--- src/design/mef_pkg.sv ---
// Constants and carrier types for the metering event status flags.
// Assumes one 20 MHz system clock shared with the metering datapath.
package mef_pkg;

   // ****************************************************************
   // Register map
   // ****************************************************************
   localparam logic [15:0] MEF_STATUS_ADDR  = 16'he502;
   localparam int          MEF_FLAG_W       = 19;
   localparam logic [31:0] MEF_STATUS_RST   = 32'h0000_0000;
   localparam logic [8:0]  MEF_SIGN_RST     = 9'h000;

   // ****************************************************************
   // Status bit positions
   // ****************************************************************
   localparam int MEF_B_TA_HF   = 0;
   localparam int MEF_B_FA_HF   = 1;
   localparam int MEF_B_TR_HF   = 2;
   localparam int MEF_B_FR_HF   = 3;
   localparam int MEF_B_AP_HF   = 4;
   localparam int MEF_B_LINE    = 5;
   localparam int MEF_B_ACT_A   = 6;
   localparam int MEF_B_SUM1    = 9;
   localparam int MEF_B_REA_A   = 10;
   localparam int MEF_B_SUM2    = 13;
   localparam int MEF_B_PULSE1  = 14;
   localparam int MEF_B_DSP     = 17;
   localparam int MEF_B_SUM3    = 18;

   // ****************************************************************
   // Sign register bit positions
   // ****************************************************************
   localparam int MEF_S_ACT_A   = 0;
   localparam int MEF_S_SUM1    = 3;
   localparam int MEF_S_REA_A   = 4;
   localparam int MEF_S_SUM2    = 7;
   localparam int MEF_S_SUM3    = 8;

   // ****************************************************************
   // Mode register fields
   // ****************************************************************
   localparam int MEF_M_ACT_SEL = 0;
   localparam int MEF_M_REA_SEL = 1;
   localparam int MEF_C_SRC1    = 0;
   localparam int MEF_C_SRC2    = 3;
   localparam int MEF_C_SRC3    = 6;
   localparam int MEF_C_DIS1    = 9;
   localparam int MEF_C_DIS2    = 10;
   localparam int MEF_C_DIS3    = 11;

   // Pulse source codes
   localparam logic [2:0] MEF_SRC_TOT_ACT  = 3'h0;
   localparam logic [2:0] MEF_SRC_TOT_REA  = 3'h1;
   localparam logic [2:0] MEF_SRC_APPARENT = 3'h2;
   localparam logic [2:0] MEF_SRC_FND_ACT  = 3'h3;
   localparam logic [2:0] MEF_SRC_FND_REA  = 3'h4;

   // Bit 30 of each accumulator, phases C,B,A in [2:0]
   typedef struct packed {
      logic [2:0] apparent;
      logic [2:0] fund_reactive;
      logic [2:0] total_reactive;
      logic [2:0] fund_active;
      logic [2:0] total_active;
   } mef_half_t;

   // Per-phase power sign, 1 = negative, phases C,B,A
   typedef struct packed {
      logic [2:0] fund_reactive;
      logic [2:0] total_reactive;
      logic [2:0] fund_active;
      logic [2:0] total_active;
   } mef_phase_sign_t;

   // Sign of the three-phase sum for each power type
   typedef struct packed {
      logic fund_reactive;
      logic fund_active;
      logic apparent;
      logic total_reactive;
      logic total_active;
   } mef_sum_sign_t;

endpackage : mef_pkg

--- src/design/mef_status.sv ---
// Event status register of the metering engine, with the sign register.
// Assumes all event sources run on clk_sys_in; access is by the host port
// register strobes, one cycle each.
//
// Operation
// RL1 - Total active bit 30 change sets bit 0
// RL2 - Fundamental active bit 30 change sets bit 1
// RL3 - Total reactive bit 30 change sets bit 2
// RL4 - Fundamental reactive bit 30 change sets bit 3
// RL5 - Apparent bit 30 change sets bit 4
// RL6 - Line cycle integration end sets bit 5
// RL7 - Active sign change sets bits 6-8
// RL8 - Pulse 1 sum sign change sets bit 9
// RL9 - Reactive sign change sets bits 10-12
// RL10 - Pulse 2 sum sign change sets bit 13
// RL11 - Pulse 3 sum sign change sets bit 18
// RL12 - Pulse 1 falling edge sets bit 14
// RL13 - Pulse 2, 3 falling edges set 15, 16
// RL14 - Mode fields select pulse power source
// RL15 - DSP cycle completion sets bit 17
// RL16 - Bits 31 to 19 read zero
// RL17 - Register sits at address 0xE502
// RL18 - Write one clears, write zero keeps
// RL19 - Reset clears every flag
`timescale 1ns/1ps
module mef_status
   import mef_pkg::*;
(
   input  wire logic            clk_sys_in,
   input  wire logic            rst_n_in,
   input  wire logic [15:0]     reg_addr_in,
   input  wire logic            reg_wr_in,
   input  wire logic            reg_rd_in,
   input  wire logic [31:0]     reg_wdata_in,
   output logic      [31:0]     reg_rdata_out,
   output logic                 reg_ack_out,
   input  wire logic [1:0]      measurement_mode_in,
   input  wire logic [11:0]     pulse_output_mode_in,
   input  wire mef_half_t       half_bits_in,
   input  wire logic            line_cycle_done_in,
   input  wire mef_phase_sign_t phase_sign_in,
   input  wire mef_sum_sign_t   sum_sign_in,
   input  wire logic [2:0]      pulse_level_n_in,
   input  wire logic            dsp_cycle_done_in,
   output logic      [8:0]      power_sign_out,
   output logic      [2:0]      pulse_out_n_out,
   output logic      [31:0]     energy_event_status_out
);

   // ****************************************************************
   // Source selection
   // ****************************************************************
   function automatic logic mef_pick(input logic [2:0]    src,
                                     input mef_sum_sign_t s);
      logic r;
      r = s.total_active;
      case (src)
         MEF_SRC_TOT_ACT:  r = s.total_active;
         MEF_SRC_TOT_REA:  r = s.total_reactive;
         MEF_SRC_APPARENT: r = s.apparent;
         MEF_SRC_FND_ACT:  r = s.fund_active;
         MEF_SRC_FND_REA:  r = s.fund_reactive;
         default:          r = s.total_active;
      endcase
      return r;
   endfunction : mef_pick

   logic [2:0] act_sign;
   logic [2:0] rea_sign;
   logic [2:0] sum_sign;
   logic [8:0] next_sign;

   always_comb begin
      act_sign = measurement_mode_in[MEF_M_ACT_SEL] ? phase_sign_in.fund_active
                                                    : phase_sign_in.total_active; // RL7
      rea_sign = measurement_mode_in[MEF_M_REA_SEL] ? phase_sign_in.fund_reactive
                                                    : phase_sign_in.total_reactive; // RL9
      sum_sign[0] = mef_pick(pulse_output_mode_in[MEF_C_SRC1 +: 3], sum_sign_in); // RL14
      sum_sign[1] = mef_pick(pulse_output_mode_in[MEF_C_SRC2 +: 3], sum_sign_in); // RL14
      sum_sign[2] = mef_pick(pulse_output_mode_in[MEF_C_SRC3 +: 3], sum_sign_in); // RL14
      next_sign = '0;
      next_sign[MEF_S_ACT_A +: 3] = act_sign;
      next_sign[MEF_S_SUM1]       = sum_sign[0];
      next_sign[MEF_S_REA_A +: 3] = rea_sign;
      next_sign[MEF_S_SUM2]       = sum_sign[1];
      next_sign[MEF_S_SUM3]       = sum_sign[2];
   end

   // ****************************************************************
   // Event detection
   // ****************************************************************
   logic [14:0] half_chg;
   logic [8:0]  sign_chg;
   logic [2:0]  pulse_fall;

   mef_edge_detect #(.W(15)) u_half (
      .clk_sys_in (clk_sys_in),
      .rst_n_in   (rst_n_in),
      .level_in   (half_bits_in),
      .change_out (half_chg),
      .fall_out   ()
   );

   mef_edge_detect #(.W(9)) u_sign (
      .clk_sys_in (clk_sys_in),
      .rst_n_in   (rst_n_in),
      .level_in   (next_sign),
      .change_out (sign_chg),
      .fall_out   ()
   );

   // Watches the raw pulse, ahead of the disable gate
   mef_edge_detect #(.W(3)) u_pulse (
      .clk_sys_in (clk_sys_in),
      .rst_n_in   (rst_n_in),
      .level_in   (pulse_level_n_in),
      .change_out (),
      .fall_out   (pulse_fall)
   );

   logic [MEF_FLAG_W-1:0] set_vec;

   always_comb begin
      set_vec = '0;
      set_vec[MEF_B_TA_HF]       = |half_chg[2:0];   // RL1
      set_vec[MEF_B_FA_HF]       = |half_chg[5:3];   // RL2
      set_vec[MEF_B_TR_HF]       = |half_chg[8:6];   // RL3
      set_vec[MEF_B_FR_HF]       = |half_chg[11:9];  // RL4
      set_vec[MEF_B_AP_HF]       = |half_chg[14:12]; // RL5
      set_vec[MEF_B_LINE]        = line_cycle_done_in; // RL6
      set_vec[MEF_B_ACT_A +: 3]  = sign_chg[MEF_S_ACT_A +: 3]; // RL7
      set_vec[MEF_B_SUM1]        = sign_chg[MEF_S_SUM1]; // RL8
      set_vec[MEF_B_REA_A +: 3]  = sign_chg[MEF_S_REA_A +: 3]; // RL9
      set_vec[MEF_B_SUM2]        = sign_chg[MEF_S_SUM2]; // RL10
      set_vec[MEF_B_SUM3]        = sign_chg[MEF_S_SUM3]; // RL11
      set_vec[MEF_B_PULSE1]      = pulse_fall[0]; // RL12
      set_vec[MEF_B_PULSE1 + 1]  = pulse_fall[1]; // RL13
      set_vec[MEF_B_PULSE1 + 2]  = pulse_fall[2]; // RL13
      set_vec[MEF_B_DSP]         = dsp_cycle_done_in; // RL15
   end

   // ****************************************************************
   // Status register
   // ****************************************************************
   logic                  hit;
   logic [MEF_FLAG_W-1:0] clr_vec;
   logic [MEF_FLAG_W-1:0] flags;

   assign hit     = (reg_addr_in == MEF_STATUS_ADDR); // RL17
   assign clr_vec = (reg_wr_in && hit) ? reg_wdata_in[MEF_FLAG_W-1:0] : '0;

   // Set beats clear so an event in the clearing cycle is kept
   always_ff @(posedge clk_sys_in or negedge rst_n_in) begin
      if (!rst_n_in) begin
         flags <= MEF_STATUS_RST[MEF_FLAG_W-1:0]; // RL19
      end else begin
         flags <= (flags & ~clr_vec) | set_vec; // RL18
      end
   end

   assign energy_event_status_out = {{(32-MEF_FLAG_W){1'b0}}, flags}; // RL16

   always_ff @(posedge clk_sys_in or negedge rst_n_in) begin
      if (!rst_n_in) begin
         reg_rdata_out <= MEF_STATUS_RST;
         reg_ack_out   <= 1'b0;
      end else begin
         reg_ack_out <= reg_rd_in || reg_wr_in;
         if (reg_rd_in) begin
            reg_rdata_out <= hit ? energy_event_status_out : 32'h0000_0000; // RL16
         end
      end
   end

   // ****************************************************************
   // Sign register and pulse pins
   // ****************************************************************
   always_ff @(posedge clk_sys_in or negedge rst_n_in) begin
      if (!rst_n_in) begin
         power_sign_out <= MEF_SIGN_RST;
      end else begin
         power_sign_out <= next_sign; // RL7
      end
   end

   logic [2:0] pulse_dis;
   assign pulse_dis = {pulse_output_mode_in[MEF_C_DIS3],
                       pulse_output_mode_in[MEF_C_DIS2],
                       pulse_output_mode_in[MEF_C_DIS1]};

   // Disabled pins idle high; the flags still see every pulse
   always_ff @(posedge clk_sys_in or negedge rst_n_in) begin
      if (!rst_n_in) begin
         pulse_out_n_out <= 3'h7;
      end else begin
         pulse_out_n_out <= pulse_level_n_in | pulse_dis; // RL13
      end
   end
endmodule : mef_status

--- src/design/mef_edge_detect.sv ---
// Change and falling-edge detector for a vector of same-clock levels.
// Assumes inputs come from logic on the same clock; no synchroniser.
`timescale 1ns/1ps
module mef_edge_detect #(
   parameter int W = 1
) (
   input  wire logic         clk_sys_in,
   input  wire logic         rst_n_in,
   input  wire logic [W-1:0] level_in,
   output logic      [W-1:0] change_out,
   output logic      [W-1:0] fall_out
);

   logic [W-1:0] prev;
   logic         primed;

   // No event until a first sample exists, so reset is not a change
   always_ff @(posedge clk_sys_in or negedge rst_n_in) begin
      if (!rst_n_in) begin
         prev   <= '0;
         primed <= 1'b0;
      end else begin
         prev   <= level_in;
         primed <= 1'b1;
      end
   end

   assign change_out = primed ? (prev ^ level_in) : '0;
   assign fall_out   = primed ? (prev & ~level_in) : '0;

endmodule : mef_edge_detect

--- config.mk ---
export PLATFORM = sky130hd
export DESIGN_NAME = mef_status
export DESIGN_NICKNAME = d
export VERILOG_FILES = /design/src/design/mef_pkg.sv /design/src/design/mef_status.sv /design/src/design/mef_edge_detect.sv
export SDC_FILE = /design/constraint.sdc
export NUM_CORES = 1
export LEC_CHECK = 0
export CAP_MARGIN = 40
export CORE_UTILIZATION = 55
export DETAILED_ROUTE_END_ITERATION = 12
export DONT_BUFFER_PORTS = 1
export PLACE_DENSITY = 0.7
export SKIP_LAST_GASP = 1
export SYNTH_ARGS = -nofsm -noshare
export SYNTH_HDL_FRONTEND = slang
export SYNTH_SLANG_ARGS = --single-unit
--- constraint.sdc ---
create_clock -name clk_sys_in -period 2 [get_ports clk_sys_in]
set_clock_uncertainty 0.05 [all_clocks]
set_input_delay 0 -clock clk_sys_in [delete_from_list [all_inputs] [get_ports clk_sys_in]]
set_output_delay 0 -clock clk_sys_in [all_outputs]
set_load 0.05 [all_outputs]
==> impl_metrics.tcl <==
set metrics [dict create \
    die_y_um 76.1 \
    m1WireLength_mm 2.72 \
    critPathSlowestCell "or4b_1" \
    combPwrFrac_pct 13.6 \
    async_reset_ff_share_pct 100 \
    status "completed" \
    grt_pass1_wl_mm 10.8 \
    syn_area_mm2 0.00302 \
    post-place-ws_ns 0.227 \
    first_pass_iters 4 \
    pin_count 180 \
    synth_top_family_by_area "compound AO/OA/AOI/OAI gates" \
    synth_cell_type_count 26 \
    crit_type "input port to register" \
    clk_path_buf_depth 2 \
    drive_gt1_share_pct 14.3 \
    grt_usage_pct 24.4 \
    die-width_um 76.1 \
    syn_inst 234 \
    grt_pass1_vias 2106 \
    synthAdderAreaFrac_pct 0 \
    areaGrowthSynthToFinish_pct 29.2 \
    cp_num_cells 6 \
    multi_input_area_mm2 0.00112 \
    synth_edf_count 0 \
    swShare_pct 26.4 \
    routed.top_layer "met4" \
    synth_xor_area_share_pct 6.09 \
    crit_start "reg_addr_in[6]" \
    tightestPinTransition_ns 0.808 \
    numPortBuffers 0 \
    p_leak_nw 1.64 \
    r2r_slack_ns 0.45 \
    post-route-period-util_pct 96.8 \
    final_common_cell "dfrtp_1" \
    antenna_left 0 \
    fill_cells 326 \
    clk_pin_slew_ns 0.07 \
    via_per_inst 5.38 \
    path_max_fanout 7 \
    crit_required_ns 2.16 \
    fmax_ghz 0.516 \
    wl_met2_mm 3.50 \
    slowest_delay_ns 0.57 \
    power_w 0.00309 \
    wl_per_cell_um 18.0 \
    worstPathBufferInverterCount 2 \
    place_congestion 0.757 \
    dpl_cell_area_mm2 0.00302 \
    seq_area_frac_synth_pct 58.1 \
    cp.arrival_ns 2.09 \
    synth_compound_area_share_pct 12.5 \
    met3_length_um 523 \
    nets 412 \
    h-tree-depth 3 \
    cap_violations 0 \
    die-area_mm2 0.00579 \
    power_density_mw_per_mm2 791 \
    r2r_cells 2 \
    cp-start-kind "input port" \
    syn_avg_cell_area_um2 12.9 \
    internal_power_w 0.00227 \
    path_cells "or4b_1 > nor4_4 > buf_4 > nand3_1 > a21o_1 > dlygate4sd3_1" \
    clock_latency_ns 0.32 \
    hp-class "input port to register" \
    cp-end-kind "register" \
    cts_made_buffers 9 \
    tns_ns 0 \
    design_area_mm2 0.00390 \
    clock_power_share_pct 36.8 \
    vias 2072 \
    worst_slack_ns 0.0637 \
    rows 26 \
    start_util_pct 58.1 \
    cts-root-buf "clkbuf_8" \
    cts_tree "built" \
    drtIter0Drc 148 \
    synthMuxAreaShare_pct 5.59 \
    ys_ff_latch 70 \
    grt_overflow 0 \
    wl_mm 6.94 \
    antenna_found_initial 1 \
    crit_family "simple AND/OR/NAND/NOR gates" \
    synth-simple-area-share_pct 9.07 \
    grt_start_max_net_pins 71 \
    r2r-end "flags[5]" \
    rsz0062_at_grt "false" \
    register_area_mm2 0.00176 \
    r2r_start "flags[5]" \
    crit_end "flags[5]" \
    ys.flop_type "dfrtp_1" \
    slew_violations 0 \
    relSlewSlack_pct 45.9 \
    placeableCoreArea_mm2 0.00520 \
    irDropWorstVdd_mv 0.519 \
    dp_hpwl_mm 4.16 \
    drc_errors 0 \
    switchingPower_w 0.000814 \
    p_seq_share_pct 49.5 \
    setup_violations 0 \
    hold_viol 0 \
    layout_common_cells "67 x dfrtp_1, 63 x dlygate4sd3_1, 30 x a22o_1" \
    finalCriticalPeriod_ns 1.94 \
    clock_sinks 70 \
    yosys_warnings 0 \
]
## cells in the mapped netlist (4+ instances only)
cell | count | share of area [%]
dfrtp_1 | 67 | 55
a22o_1 | 30 | 8.7
buf_4 | 29 | 7.2
nand3_1 | 24 | 4.0
xnor2_1 | 15 | 4.3
mux2_2 | 9 | 3.4
nand2_1 | 6 | 0.75
nor2b_1 | 6 | 1.2
xor2_1 | 6 | 1.7
a21o_1 | 5 | 1.2
clkbuf_1 | 4 | 0.50
or2_2 | 4 | 0.83
## layout make-up
| class | instances | area share, % |
|---|---|---|
| Antenna cell | 1 | 0.0641 |
| Clock buffer | 13 | 4.07 |
| Clock inverter | 3 | 1.09 |
| Inverter | 1 | 0.0962 |
| Multi-Input combinational cell | 153 | 28.6 |
| Sequential cell | 70 | 45.0 |
| Tap cell | 70 | 2.24 |
| Timing Repair Buffer | 74 | 18.9 |
## cell families after synthesis
family | after synthesis
flip-flops | 70
AND/OR/NAND/NOR | 49
AO/OA/AOI/OAI | 44
buffers and inverters | 36
XOR/XNOR | 21
multiplexers | 12
other | 2
## worst register-to-register path: stages (launching register included)
cell	delay, ns
dfrtp_1	0.58
a21o_1	0.24
dlygate4sd3_1	0.56
## repair_timing
item / 4_1_cts / 5_1_grt
hold buffers: 64 / 0
endpoints found under the setup margin: 0 / 3
endpoints found under the hold margin: 120 / 0
gates resized for setup: 0 / 1
setup buffers: 0 / 3
## metal layers
layer  global-route usage, %  vias up
li1                        -      941
met4                    12.1        0
met1                    31.1      994
met5                       0        -
met2                    39.5      119
met3                    5.75       18
## power by group through the flow
stage,clock network [W],logic (W),registers (W)
2_1_floorplan,0,0.000259,0.00157
3_3_place_gp,0,0.000263,0.00155
3_5_place_dp,0,0.000265,0.00156
4_1_cts,0.00115,0.000418,0.00153
5_1_grt,0.00124,0.000451,0.00153
6_report,0.00114,0.000421,0.00153
## registers in the layout, summed over array words and instances (netlist names)
signal and count:
flags 19, u_half.prev 15, u_pulse.prev 3, reg_ack_out 1, u_sign.prev 9, reg_rdata_out 19, pulse_out_n_out 3, u_sign.primed 1
## worst min path at each step
stage                     start         endpoint  slack (ns)  depth (start not counted)
6_report       phase_sign_in[9]        flags[10]        0.03                          3
5_1_grt        phase_sign_in[4]         flags[7]        0.04                          3
4_1_cts        phase_sign_in[5]         flags[8]        0.02                          3
3_5_place_dp           rst_n_in   u_half.prev[6]       -0.34                          0
3_3_place_gp           rst_n_in  u_half.prev[10]       -0.34                          0
2_1_floorplan          rst_n_in         flags[0]       -0.35                          0
## per-stage QoR
step | hold slack (ns) | util, % | cells
final | 0.0321 | 75.0 | 385
after global routing | 0.0375 | 75.0 | 385
after CTS | 0.0188 | 74.4 | 381
after detailed placement | -0.344 | 57.9 | 301
after global placement | -0.344 | 57.9 | 301
after floorplan | -0.346 | - | 259
Note: power is estimated with default switching activity, not from simulation.
